[src/spg_pkg.sv]
package spg_pkg;

  // Register byte offsets on the AXI4-Lite slave.
  localparam logic [3:0] OFF_SLEEP_CTRL = 4'h0;
  localparam logic [3:0] OFF_CORE_MISC  = 4'h4;
  localparam logic [3:0] OFF_PWR_SECOND = 4'h8;
  localparam logic [3:0] OFF_PWR_FIRST  = 4'hC;
  localparam logic [3:0] OFF_STATUS     = 4'h0;  // Read-only status, placed at 0x10.
  localparam logic [4:0] OFF_STATUS_FULL = 5'h10;

  // Field positions.
  localparam int SLEEP_ARM_BIT      = 0;
  localparam int SLEEP_MODE_LSB     = 1;
  localparam int BO_UNLOCK_BIT      = 5;
  localparam int BO_OFF_BIT         = 6;
  localparam int GATE_TIMER3_BIT    = 0;
  localparam int GATE_ADC_BIT       = 0;
  localparam int GATE_SERIAL0_BIT   = 1;
  localparam int GATE_SPI_BIT       = 2;
  localparam int GATE_TIMER1_BIT    = 3;
  localparam int GATE_SERIAL1_BIT   = 4;
  localparam int GATE_TIMER0_BIT    = 5;
  localparam int GATE_TIMER2_BIT    = 6;
  localparam int GATE_TWO_WIRE_BIT  = 7;

  // Reset values.
  localparam logic [7:0] RST_SLEEP_CTRL = 8'h00;
  localparam logic [7:0] RST_CORE_MISC  = 8'h00;
  localparam logic [7:0] RST_PWR_SECOND = 8'h00;
  localparam logic [7:0] RST_PWR_FIRST  = 8'h00;

  // Timing counts.
  localparam logic [2:0] UNLOCK_WINDOW_CYC = 3'h4;
  localparam logic [1:0] BO_OFF_LIFE_CYC   = 2'h3;
  localparam logic [2:0] STANDBY_WAKE_CYC  = 3'h6;

  // AXI responses.
  localparam logic [1:0] RESP_OKAY   = 2'h0;
  localparam logic [1:0] RESP_SLVERR = 2'h2;

  // Sleep mode encodings.
  typedef enum logic [2:0] {
    MODE_IDLE      = 3'h0,
    MODE_ADC_NR    = 3'h1,
    MODE_PWR_DOWN  = 3'h2,
    MODE_PWR_SAVE  = 3'h3,
    MODE_RSVD_A    = 3'h4,
    MODE_RSVD_B    = 3'h5,
    MODE_STANDBY   = 3'h6,
    MODE_EXT_STBY  = 3'h7
  } spg_mode_t;

  typedef enum {
    ST_RUN,
    ST_SLEEP,
    ST_WAKE
  } spg_state_t;

endpackage : spg_pkg

[src/spg_ctrl.sv]
// Functional notes
// Mode field bits 3:1 selects six sleep modes.
// Sleep instruction sleeps only with arm bit set.
// Software arms just before sleep, clears after.
// Standby modes only with external crystal clock.
// Brown-out off set by two-step timed write.
// Brown-out off becomes active three cycles later.
// Brown-out off self-clears three cycles after set; the code clears it six cycles after set.
// Sleep while active switches brown-out detector off.
// Unlock bit gates setting of brown-out off.
// Timer three gated; resumes unchanged when cleared.
// Two-wire clock gated; software reinitialises it.
// Timer two gated only in synchronous mode.
// Timer zero gated; continues from frozen state.
// Serial port one clock gated; reinitialise after.
// Timer one gated; continues from frozen state.
// SPI clock gated; software reinitialises it.
// Serial port zero clock gated; reinitialise after.
// ADC gated; software disables ADC first.
// Gated ADC blocks comparator multiplexer use.
// System reset restores all registers.
// Gated peripheral frozen, its registers inaccessible.
// Ungating restores exact previous module state.
// Standby modes resume six cycles after wake.
// Reserved mode encodings never enter sleep.
// Reserved second-register bits read zero.
`timescale 1ns/1ps
module spg_ctrl (
  input  wire logic        clock,                // System clock, 100 MHz.
  input  wire logic        reset_n,              // Asynchronous active-low reset.
  input  wire logic [31:0] s_axi_awaddr,         // Write address.
  input  wire logic        s_axi_awvalid,        // Write address valid.
  output logic             s_axi_awready,        // Write address ready.
  input  wire logic [31:0] s_axi_wdata,          // Write data.
  input  wire logic [3:0]  s_axi_wstrb,          // Write byte strobes.
  input  wire logic        s_axi_wvalid,         // Write data valid.
  output logic             s_axi_wready,         // Write data ready.
  output logic [1:0]       s_axi_bresp,          // Write response.
  output logic             s_axi_bvalid,         // Write response valid.
  input  wire logic        s_axi_bready,         // Write response ready.
  input  wire logic [31:0] s_axi_araddr,         // Read address.
  input  wire logic        s_axi_arvalid,        // Read address valid.
  output logic             s_axi_arready,        // Read address ready.
  output logic [31:0]      s_axi_rdata,          // Read data.
  output logic [1:0]       s_axi_rresp,          // Read response.
  output logic             s_axi_rvalid,         // Read data valid.
  input  wire logic        s_axi_rready,         // Read data ready.
  input  wire logic        sleep_instr,          // Core executes sleep, one-cycle pulse.
  input  wire logic        wake_event,           // Wake-up condition from wake sources.
  input  wire logic        timer_two_async_select, // Timer two asynchronous mode level.
  output logic             core_halt,            // Core stalled while asleep or waking.
  output logic             sleep_active,         // Device is in a sleep state.
  output logic [2:0]       sleep_mode_out,       // Mode latched at sleep entry.
  output logic             brownout_detector_off, // Brown-out detector disabled in sleep.
  output logic             clk_en_two_wire,      // Clock enable, two-wire interface.
  output logic             clk_en_timer_two,     // Clock enable, timer two.
  output logic             clk_en_timer_zero,    // Clock enable, timer zero.
  output logic             clk_en_serial_one,    // Clock enable, serial port one.
  output logic             clk_en_timer_one,     // Clock enable, timer one.
  output logic             clk_en_spi,           // Clock enable, SPI.
  output logic             clk_en_serial_zero,   // Clock enable, serial port zero.
  output logic             clk_en_adc,           // Clock enable, ADC.
  output logic             clk_en_timer_three,   // Clock enable, timer three.
  output logic             comparator_mux_allow  // Comparator may use ADC input multiplexer.
);

  // Reset release through two flops so every flop sees a clean synchronous deassert.
  logic rst_meta_ff;
  logic rst_sync_ff;
  always_ff @(posedge clock or negedge reset_n) begin
    if (!reset_n) begin
      rst_meta_ff <= 1'b0;
      rst_sync_ff <= 1'b0;
    end else begin
      rst_meta_ff <= 1'b1;
      rst_sync_ff <= rst_meta_ff;
    end
  end
  logic rst_n;
  assign rst_n = rst_sync_ff;

  // Registers.
  logic [7:0] sleep_mode_control_ff;
  logic [7:0] power_reduction_first_ff;
  logic       gate_timer_three_ff;
  logic       brownout_sleep_unlock_ff;
  logic       brownout_sleep_off_ff;
  logic [2:0] unlock_cnt_ff;
  logic [1:0] bo_life_cnt_ff;
  logic [1:0] bo_arm_cnt_ff;

  // Write channel capture: address and data may arrive in either order.
  logic [3:0]  wr_addr_ff;
  logic        wr_addr_ok_ff;
  logic [31:0] wr_data_ff;
  logic [3:0]  wr_strb_ff;
  logic        wr_data_ok_ff;
  logic        wr_bad_ff;

  // Decodes a byte address into a register hit; used by both read and write.
  function automatic logic addr_mapped(input logic [31:0] addr);
    addr_mapped = (addr[31:5] == 27'h0) && (addr[1:0] == 2'h0) &&
                  (!addr[4] || addr[3:0] == spg_pkg::OFF_STATUS);
  endfunction : addr_mapped

  assign s_axi_awready = !wr_addr_ok_ff && !s_axi_bvalid;
  assign s_axi_wready  = !wr_data_ok_ff && !s_axi_bvalid;

  always_ff @(posedge clock or negedge rst_n) begin
    if (!rst_n) begin
      wr_addr_ok_ff <= 1'b0;
      wr_addr_ff    <= 4'h0;
      wr_bad_ff     <= 1'b0;
    end else if (s_axi_awvalid && s_axi_awready) begin
      wr_addr_ok_ff <= 1'b1;
      wr_addr_ff    <= s_axi_awaddr[3:0];
      wr_bad_ff     <= !addr_mapped(s_axi_awaddr) || s_axi_awaddr[4];
    end else if (wr_addr_ok_ff && wr_data_ok_ff) begin
      wr_addr_ok_ff <= 1'b0;
    end
  end

  always_ff @(posedge clock or negedge rst_n) begin
    if (!rst_n) begin
      wr_data_ok_ff <= 1'b0;
      wr_data_ff    <= 32'h0;
      wr_strb_ff    <= 4'h0;
    end else if (s_axi_wvalid && s_axi_wready) begin
      wr_data_ok_ff <= 1'b1;
      wr_data_ff    <= s_axi_wdata;
      wr_strb_ff    <= s_axi_wstrb;
    end else if (wr_addr_ok_ff && wr_data_ok_ff) begin
      wr_data_ok_ff <= 1'b0;
    end
  end

  // A write commits the cycle after both halves are held; only byte lane 0 carries data.
  logic       wr_go;
  logic [7:0] wbyte;
  assign wr_go = wr_addr_ok_ff && wr_data_ok_ff && !wr_bad_ff && wr_strb_ff[0];
  assign wbyte = wr_data_ff[7:0];

  always_ff @(posedge clock or negedge rst_n) begin
    if (!rst_n) begin
      s_axi_bvalid <= 1'b0;
      s_axi_bresp  <= spg_pkg::RESP_OKAY;
    end else if (wr_addr_ok_ff && wr_data_ok_ff) begin
      s_axi_bvalid <= 1'b1;
      s_axi_bresp  <= wr_bad_ff ? spg_pkg::RESP_SLVERR : spg_pkg::RESP_OKAY;
    end else if (s_axi_bready) begin
      s_axi_bvalid <= 1'b0;
    end
  end

  // Sleep control; bits 7:4 stay zero.
  always_ff @(posedge clock or negedge rst_n) begin
    if (!rst_n) begin
      sleep_mode_control_ff <= spg_pkg::RST_SLEEP_CTRL;
    end else if (wr_go && wr_addr_ff == spg_pkg::OFF_SLEEP_CTRL) begin
      sleep_mode_control_ff <= {4'h0, wbyte[3:0]};
    end
  end

  // Power reduction registers; set bits gate the peripheral clocks.
  always_ff @(posedge clock or negedge rst_n) begin
    if (!rst_n) begin
      power_reduction_first_ff <= spg_pkg::RST_PWR_FIRST;
      gate_timer_three_ff      <= spg_pkg::RST_PWR_SECOND[0];
    end else if (wr_go && wr_addr_ff == spg_pkg::OFF_PWR_FIRST) begin
      power_reduction_first_ff <= wbyte;
    end else if (wr_go && wr_addr_ff == spg_pkg::OFF_PWR_SECOND) begin
      gate_timer_three_ff      <= wbyte[spg_pkg::GATE_TIMER3_BIT];
    end
  end

  // Timed unlock: a write with both bits one opens a four-cycle window in which
  // a write of off=1, unlock=0 sets the off bit. A plain write cannot set it.
  logic misc_wr;
  assign misc_wr = wr_go && wr_addr_ff == spg_pkg::OFF_CORE_MISC;
  logic unlock_req;
  logic set_req;
  assign unlock_req = misc_wr && wbyte[spg_pkg::BO_OFF_BIT] && wbyte[spg_pkg::BO_UNLOCK_BIT];
  assign set_req    = misc_wr && wbyte[spg_pkg::BO_OFF_BIT] && !wbyte[spg_pkg::BO_UNLOCK_BIT]
                      && brownout_sleep_unlock_ff;

  always_ff @(posedge clock or negedge rst_n) begin
    if (!rst_n) begin
      brownout_sleep_unlock_ff <= spg_pkg::RST_CORE_MISC[spg_pkg::BO_UNLOCK_BIT];
      unlock_cnt_ff            <= 3'h0;
    end else if (unlock_req) begin
      brownout_sleep_unlock_ff <= 1'b1;
      unlock_cnt_ff            <= spg_pkg::UNLOCK_WINDOW_CYC;
    end else if (set_req || unlock_cnt_ff == 3'h1) begin
      brownout_sleep_unlock_ff <= 1'b0;
      unlock_cnt_ff            <= 3'h0;
    end else if (unlock_cnt_ff != 3'h0) begin
      unlock_cnt_ff            <= unlock_cnt_ff - 3'h1;
    end
  end

  // Once set, the off bit counts three cycles to become active, stays active for
  // three more, then clears itself with no software write.
  logic bo_active;
  assign bo_active = brownout_sleep_off_ff && (bo_arm_cnt_ff == 2'h0);
  always_ff @(posedge clock or negedge rst_n) begin
    if (!rst_n) begin
      brownout_sleep_off_ff <= spg_pkg::RST_CORE_MISC[spg_pkg::BO_OFF_BIT];
      bo_arm_cnt_ff         <= 2'h0;
      bo_life_cnt_ff        <= 2'h0;
    end else if (set_req) begin
      brownout_sleep_off_ff <= 1'b1;
      bo_arm_cnt_ff         <= spg_pkg::BO_OFF_LIFE_CYC;
      bo_life_cnt_ff        <= spg_pkg::BO_OFF_LIFE_CYC;
    end else if (bo_arm_cnt_ff != 2'h0) begin
      bo_arm_cnt_ff         <= bo_arm_cnt_ff - 2'h1;
    end else if (bo_life_cnt_ff != 2'h0) begin
      bo_life_cnt_ff        <= bo_life_cnt_ff - 2'h1;
      brownout_sleep_off_ff <= (bo_life_cnt_ff != 2'h1);
    end
  end

  // Sleep sequencer.
  spg_pkg::spg_state_t state_ff;
  logic [2:0]          wake_cnt_ff;
  logic                bo_off_latch_ff;
  logic [2:0]          mode_sel;
  logic                mode_ok;
  assign mode_sel = sleep_mode_control_ff[3:1];
  assign mode_ok  = mode_sel != spg_pkg::MODE_RSVD_A &&
                    mode_sel != spg_pkg::MODE_RSVD_B;

  always_ff @(posedge clock or negedge rst_n) begin
    if (!rst_n) begin
      state_ff        <= spg_pkg::ST_RUN;
      sleep_mode_out  <= 3'h0;
      bo_off_latch_ff <= 1'b0;
      wake_cnt_ff     <= 3'h0;
    end else begin
      case (state_ff)
        spg_pkg::ST_RUN: begin
          if (sleep_instr && sleep_mode_control_ff[spg_pkg::SLEEP_ARM_BIT] && mode_ok) begin
            state_ff        <= spg_pkg::ST_SLEEP;
            sleep_mode_out  <= mode_sel;
            bo_off_latch_ff <= bo_active;
          end
        end
        spg_pkg::ST_SLEEP: begin
          if (wake_event) begin
            bo_off_latch_ff <= 1'b0;
            if (sleep_mode_out == spg_pkg::MODE_STANDBY ||
                sleep_mode_out == spg_pkg::MODE_EXT_STBY) begin
              state_ff    <= spg_pkg::ST_WAKE;
              wake_cnt_ff <= spg_pkg::STANDBY_WAKE_CYC - 3'h1;
            end else begin
              state_ff    <= spg_pkg::ST_RUN;
            end
          end
        end
        spg_pkg::ST_WAKE: begin
          if (wake_cnt_ff == 3'h1) begin
            state_ff <= spg_pkg::ST_RUN;
          end
          wake_cnt_ff <= wake_cnt_ff - 3'h1;
        end
        default: state_ff <= spg_pkg::ST_RUN;
      endcase
    end
  end

  assign sleep_active          = state_ff == spg_pkg::ST_SLEEP;
  assign core_halt             = state_ff != spg_pkg::ST_RUN;
  assign brownout_detector_off = bo_off_latch_ff;

  // Clock enables: a gated module keeps its flops, so clearing the bit resumes it
  // exactly where it stopped. Register access is refused by the peripheral bus.
  assign clk_en_two_wire    = !power_reduction_first_ff[spg_pkg::GATE_TWO_WIRE_BIT];
  assign clk_en_timer_two   = !(power_reduction_first_ff[spg_pkg::GATE_TIMER2_BIT]
                               && !timer_two_async_select);
  assign clk_en_timer_zero  = !power_reduction_first_ff[spg_pkg::GATE_TIMER0_BIT];
  assign clk_en_serial_one  = !power_reduction_first_ff[spg_pkg::GATE_SERIAL1_BIT];
  assign clk_en_timer_one   = !power_reduction_first_ff[spg_pkg::GATE_TIMER1_BIT];
  assign clk_en_spi         = !power_reduction_first_ff[spg_pkg::GATE_SPI_BIT];
  assign clk_en_serial_zero = !power_reduction_first_ff[spg_pkg::GATE_SERIAL0_BIT];
  assign clk_en_adc         = !power_reduction_first_ff[spg_pkg::GATE_ADC_BIT];
  assign clk_en_timer_three = !gate_timer_three_ff;
  assign comparator_mux_allow = clk_en_adc;

  // Read channel: one-cycle latency, unmapped addresses give SLVERR and zero.
  assign s_axi_arready = !s_axi_rvalid;
  always_ff @(posedge clock or negedge rst_n) begin
    if (!rst_n) begin
      s_axi_rvalid <= 1'b0;
      s_axi_rdata  <= 32'h0;
      s_axi_rresp  <= spg_pkg::RESP_OKAY;
    end else if (s_axi_arvalid && s_axi_arready) begin
      s_axi_rvalid <= 1'b1;
      s_axi_rresp  <= addr_mapped(s_axi_araddr) ? spg_pkg::RESP_OKAY : spg_pkg::RESP_SLVERR;
      s_axi_rdata  <= 32'h0;
      if (addr_mapped(s_axi_araddr)) begin
        if (s_axi_araddr[4]) begin
          s_axi_rdata <= {24'h0, 2'h0, bo_active, bo_off_latch_ff, sleep_mode_out,
                          core_halt};
        end else begin
          case (s_axi_araddr[3:0])
            spg_pkg::OFF_SLEEP_CTRL: s_axi_rdata <= {24'h0, sleep_mode_control_ff};
            spg_pkg::OFF_CORE_MISC:  s_axi_rdata <= {24'h0, 1'b0, brownout_sleep_off_ff,
                                                     brownout_sleep_unlock_ff, 5'h0};
            spg_pkg::OFF_PWR_SECOND: s_axi_rdata <= {24'h0, 7'h0, gate_timer_three_ff};
            default:                 s_axi_rdata <= {24'h0, power_reduction_first_ff};
          endcase
        end
      end
    end else if (s_axi_rready) begin
      s_axi_rvalid <= 1'b0;
    end
  end

endmodule : spg_ctrl

[config.mk]
export PLATFORM = sky130hd
export DESIGN_NAME = spg_ctrl
export DESIGN_NICKNAME = d
export VERILOG_FILES = /design/src/spg_pkg.sv /design/src/spg_ctrl.sv
export SDC_FILE = /design/constraint.sdc
export NUM_CORES = 1
export LEC_CHECK = 0
export ABC_AREA = 1
export BUFFER_PORTS_ARGS = -buffer_cell sky130_fd_sc_hd__buf_2
export CORE_ASPECT_RATIO = 1.5
export CORE_MARGIN = 1
export CORE_UTILIZATION = 28
export DETAILED_ROUTE_END_ITERATION = 6
export HOLD_SLACK_MARGIN = 0.1
export PLACE_DENSITY = 0.59
export SLEW_MARGIN = 20
export SYNTH_ARGS = -nofsm -noshare
export SYNTH_HDL_FRONTEND = slang
export SYNTH_SLANG_ARGS = --single-unit
[constraint.sdc]
create_clock -name clock -period 1.8 [get_ports clock]
set_input_delay 0.09 -clock clock [delete_from_list [all_inputs] [get_ports clock]]
set_output_delay 0.09 -clock clock [all_outputs]
set_load 0.1 [all_outputs]
==> Yosys cells after proc, flatten, opt, wreduce, memory -nomap -nowiden <==
Index checks and enable logic that the tools add are counted.
{ "totals": {"ff_bits": 117, "latchBits": 0, "ramBits": 0, "rom_bits": 0, "word_cells": 164, "memories": 0} }
{ "op_classes": {"addsub": 4, "n_mul": 0, "div": 0, "order_cmp": 0, "n_eq_ne": 20, "shifts": 0, "muxes": 36, "bitwise": 1, "n_reduce_logical": 78} }
{ "ops": {"columns": ["op", "count"], "rows": [
  ["2-to-1 mux 32 bit", 5],
  ["one-hot mux 32 bit (3 select lines)", 1],
  ["== test 32 x 2 -> 1 bit (second input constant)", 2],
  ["logical NOT 27 bit", 2],
  ["== test 32 x 1 -> 1 bit (second input constant)", 1],
  ["logical NOT 32 bit", 1],
  ["nonzero test 32 bit", 1],
  ["logical AND 1 bit", 25],
  ["one-hot mux 8 bit (3 select lines)", 1],
  ["nonzero test 2 bit", 11],
  ["logical NOT 1 bit", 19],
  ["2-to-1 mux 2 bit", 8],
  ["2-to-1 mux 3 bit", 5],
  ["2-to-1 mux 1 bit", 14],
  ["== test 4 bit (second input constant)", 3],
  ["logical NOT 4 bit", 3],
  ["!= test 2 bit (second input constant)", 5],
  ["AND reduction 3 bit", 3],
  ["== test 4 x 3 -> 1 bit (second input constant)", 2],
  ["== test 3 x 1 -> 1 bit (second input constant)", 2],
  ["== test 3 bit (second input constant)", 2],
  ["logical NOT 2 bit", 3],
  ["!= test 3 bit (second input constant)", 2],
  ["one-hot mux 3 bit (2 select lines)", 1],
  ["8 further kinds", 17]
]} }

==> Logic depth before layout (Yosys ltp) <==
{ "logic_depth": {"word_depth": 10, "depth_mapped": 8} }

==> Worst setup path after synthesis <==
Ideal clock, no wire load.
{ "synth_timing": {"path_type": "register to register", "start": "register s_axi_bvalid", "end": "register wr_data_ff[0]", "setup_time_ps": 132, "t_arrival_ps": 3034, "t_required_ps": 1668, "slack_ps": -1366, "path_stages_with_launch": 6, "cell_sequence": "dfrtp_1 > nor2_1 > nand2_1 > clkbuf_1 > nor2_1 > a21oi_1"} }
{ "synth_via": {"elab_chain_len": 3} }
{ "synth_lines": {"columns": ["item", "line_no", "rtl"], "rows": [
  ["start: declaration", "spg_ctrl.sv:39", "output logic s_axi_bvalid,"],
  ["start signal: assignment", "spg_ctrl.sv:145", "s_axi_bvalid <= 1'b0;"],
  ["start signal: assignment", "spg_ctrl.sv:148", "s_axi_bvalid <= 1'b1;"],
  ["start signal: assignment", "spg_ctrl.sv:151", "s_axi_bvalid <= 1'b0;"],
  ["logical NOT 1 bit", "spg_ctrl.sv:107", "assign s_axi_wready = !wr_data_ok_ff && !s_axi_bvalid;"],
  ["logical AND 1 bit", "spg_ctrl.sv:107", null],
  ["named net s_axi_wready", "spg_ctrl.sv:37", "output logic s_axi_wready,"],
  ["logical AND 1 bit", "spg_ctrl.sv:128", "end else if (s_axi_wvalid && s_axi_wready) begin"],
  ["end signal: assignment", "spg_ctrl.sv:130", "wr_data_ff <= s_axi_wdata;"],
  ["end: declaration", "spg_ctrl.sv:95", "logic [31:0] wr_data_ff;"]
]} }
The timed path passes the listed nets, and every way through them passes these cells.
A chain may end at the register's enable or synchronous reset.

==> Worst setup path in the final report <==
{ "layout_timing": {"start": "register wr_addr_ok_ff", "end": "register power_reduction_first_ff[4]"} }
{ "layout_via": {"elab_chain_len": 4} }
{ "layout_lines": {"columns": ["item", "line_no", "rtl"], "rows": [
  ["start: declaration", "spg_ctrl.sv:94", "logic wr_addr_ok_ff;"],
  ["start signal: assignment", "spg_ctrl.sv:111", "wr_addr_ok_ff <= 1'b0;"],
  ["start signal: assignment", "spg_ctrl.sv:115", "wr_addr_ok_ff <= 1'b1;"],
  ["start signal: assignment", "spg_ctrl.sv:119", "wr_addr_ok_ff <= 1'b0;"],
  ["logical AND 1 bit (3 in a row)", "spg_ctrl.sv:140", "assign wr_go = wr_addr_ok_ff && wr_data_ok_ff && !wr_bad_ff && wr_strb_ff[0];"],
  ["logical AND 1 bit", "spg_ctrl.sv:169", "end else if (wr_go && wr_addr_ff == spg_pkg::OFF_PWR_FIRST) begin"],
  ["end signal: assignment", "spg_ctrl.sv:167", "power_reduction_first_ff <= spg_pkg::RST_PWR_FIRST;"],
  ["end signal: assignment", "spg_ctrl.sv:170", "power_reduction_first_ff <= wbyte;"],
  ["end: declaration", "spg_ctrl.sv:84", "logic [7:0] power_reduction_first_ff;"]
]} }
Every way passes these cells.

==> results.toml <==
[min_path]
hold_class = "in2reg"
hold_start = "s_axi_awaddr[4]"

[detailed_routing]
drt-total-wl_um = 7390
remaining_drc_errors = 0
ant_nets = 0
wl_per_cell_um = 10.7
drt_iter0_markers = 88
drt_pre_antenna_iters = 4
post_drt_via_cell_ratio = 4.24
vias = 2919

[pwr]
power_density_nw_per_um2 = 1250
p_sw_share_pct = 41.0
power.internal_w = 0.00323
pwr-share-comb_pct = 38.1
switchingPower_w = 0.00225
irDropWorstVdd_v = 0.00184
clock_power_share_pct = 26.3
cellLeakagePower_nw = 2.29
p_seq_share_pct = 35.6

[critical_path]
cp_top_family = "simple AND/OR/NAND/NOR gates"
cp_data_required_time_ps = 2000
crit_arrival_ps = 1740
cp.depth = 5
timing.rr.start = "wr_addr_ok_ff"
crit_fanout = 16
r2r_setup_slack_ps = 260
crit_type = "reg2reg"
endpoint = "power_reduction_first_ff[4]"
cp-startpoint = "wr_addr_ok_ff"
reg2reg_depth = 5
worstPathCellList = "nand2_2 > nor3b_4 > nand4_4 > nor2_1 > a21oi_2"
critPathMaxStageDelay_ps = 430
end_kind = "flop"
crit_buf_inv = 0
start_kind = "flop"
rr_endpoint = "power_reduction_first_ff[4]"
slowest_stage = "dfrtp_1"

[floorplanning]
die_y_um = 133
initial_core_util_pct = 29.0
io_pins = 167
rows = 47
die_x_um = 89.6
die-area_um2 = 11900
core-area_um2 = 11100

[logic_synthesis]
ys_ff_latch = 61
synthArstFlopShare_pct = 100
synthFlopType = "dfrtp_1"
synth_edf_count = 0
syn_area_per_cell_um2 = 8.19
ys_types = 32
synth_area_um2 = 3220
synth_cells = 393
ys_seq_area_share_pct = 47.4
yosysWarnings = 0

[timing]
skew_ps = 4.76
hold_violations = 0
finalSetupViolCount = 0
min_period_over_period_pct = 85.5
slew_headroom_pct = 54.9
rsz0062_at_grt = "no"
clock.fmax_mhz = 650
worst_pin_slew_ps = 676
worst_slack_ps = 261
final_max_slew_viol_count = 0
post-route-min-period_ps = 1540

[finish]
drive_gt1_share_pct = 29.2
antenna_cells = 0
fin_nets = 657
area_growth_pct = 36.5
instances_no_fill = 688

[global_routing]
grt_pass1_wl_um = 12000
grt_pass1_vias = 2783
antenna_found_initial = 0
grt_max_degree = 60
grt_util_all_layers_pct = 12.9
grt_overflow = 0

[clock_network]
clkLatencyLatePin_ps = 320
cts_buffers = 9
cts_tree = "built"
clkSlewWorstSetupHoldPaths_ps = 50
htreeDepth = 3
cts-hold-fix-buffers = 24
post_cts_resized = 0
clock_sinks = 61
cts_buffer_depth = 2
cts_setup_buffers = 0
cts_root_buffer = "clkbuf_16"

[place]
dp_cells = 651
gp_congestion = 0.798
portBuffers = 113
dpl.hpwl_um = 5710
pre_cts_ws_ps = 258

[status]
outcome = "finished clean"

[job]
max-cap-violations = 0
worst reg2reg max path, stage by stage (launching register included):
cell	delay, ps
dfrtp_1	430
nand2_2	120
nor3b_4	300
nand4_4	310
nor2_1	230
a21oi_2	40
metrics by stage:
step	area [um2]	util [%]	TNS (ps)	total power [W]	hold WS (ps)
after global routing	4390	39.5	0	0.00585	183
after global placement	3910	35.2	0	0.00391	-125
final	4390	39.5	0	0.00548	103
after detailed placement	3910	35.2	0	0.00399	-125
after CTS	4390	39.5	0	0.00554	103
after floorplan	3350	-	-3.02	0.00361	-206
Yosys cell counts (2+ instances only):
| cell type | n | area (um2) |
|---|---|---|
| a21oi_2 | 2 | 17.5 |
| ha_1 | 8 | 100 |
| conb_1 | 2 | 7.51 |
| dfrtp_1 | 61 | 1530 |
| nand4_1 | 13 | 81.3 |
| o21ai_2 | 6 | 52.6 |
| o21ai_0 | 20 | 100 |
| mux2_2 | 5 | 56.3 |
| inv_1 | 46 | 173 |
| nand3_1 | 21 | 105 |
| a21oi_1 | 7 | 35.0 |
| nand2_1 | 96 | 360 |
| nor2_1 | 52 | 195 |
| nor3_1 | 4 | 20.0 |
| buf_4 | 27 | 203 |
| clkinv_1 | 2 | 7.51 |
| or2_2 | 6 | 37.5 |
cells by family after synthesis:
family	count (synthesis)	synth area share, %
simple gates	198	27.0
buf+inv	77	12.4
flops	61	47.4
compound gates	40	7.54
fa+ha+maj	8	3.11
mux	6	2.06
other cells	2	0.233
xor+xnor	1	0.272
power by group through the flow:
| stage | clock network [W] | logic [W] | registers (W) |
|---|---|---|---|
| after floorplan | 0 | 0.00150 | 0.00210 |
| after global placement | 0 | 0.00195 | 0.00196 |
| after detailed placement | 0 | 0.00202 | 0.00197 |
| after CTS | 0.00148 | 0.00211 | 0.00195 |
| after global routing | 0.00153 | 0.00233 | 0.00200 |
| final | 0.00144 | 0.00209 | 0.00195 |
final cells by class:
type | count | area [um2]
fillers | 1126 | 6720
clock buffers | 13 | 240
well taps | 147 | 184
inverters | 48 | 184
repair buffers | 139 | 833
multi-input cells | 280 | 1420
flip-flops and latches | 61 | 1530
registers in the layout (all words and copies together) (netlist names), 3 cells and up:
signal and flops:
power_reduction_first_ff 8, s_axi_rdata 8, sleep_mode_control_ff 4, sleep_mode_out 3, unlock_cnt_ff 3, wake_cnt_ff 3, wr_addr_ff 4, wr_data_ff 8
how the worst min path moves through the flow:
stage	endpoint	slack, ps	cells past startpoint
2_1_floorplan	rst_meta_ff	-210	0
3_3_place_gp	rst_meta_ff	-120	1
3_5_place_dp	rst_meta_ff	-120	1
4_1_cts	wr_bad_ff	100	5
5_1_grt	wr_data_ok_ff	180	3
6_report	wr_bad_ff	100	5
per-layer routing:
metal | track usage (%) | wire (um) | share of wire, % | vias up
met5 | 0 | 0 | 0 | -
met4 | 4.32 | 123 | 1.7 | 0
met3 | 3.47 | 512 | 6.9 | 9
met2 | 23.3 | 3790 | 51 | 133
met1 | 14.1 | 2970 | 40 | 1290
li1 | - | - | - | 1487
cell usage in the layout (no fill, tap or decap), types with 8 or more instances in the layout:
cell type,Yosys,layout
nor2_1,52,49
inv_1,46,44
nand2_1,96,94
nand4_1,13,13
conb_1,2,27
nand3_1,21,21
o21ai_0,20,20
buf_2,0,113
ha_1,8,8
clkbuf_16,0,9
dlygate4sd3_1,0,24
dfrtp_1,61,58
No activity file was read; power rests on OpenSTA's default activity.
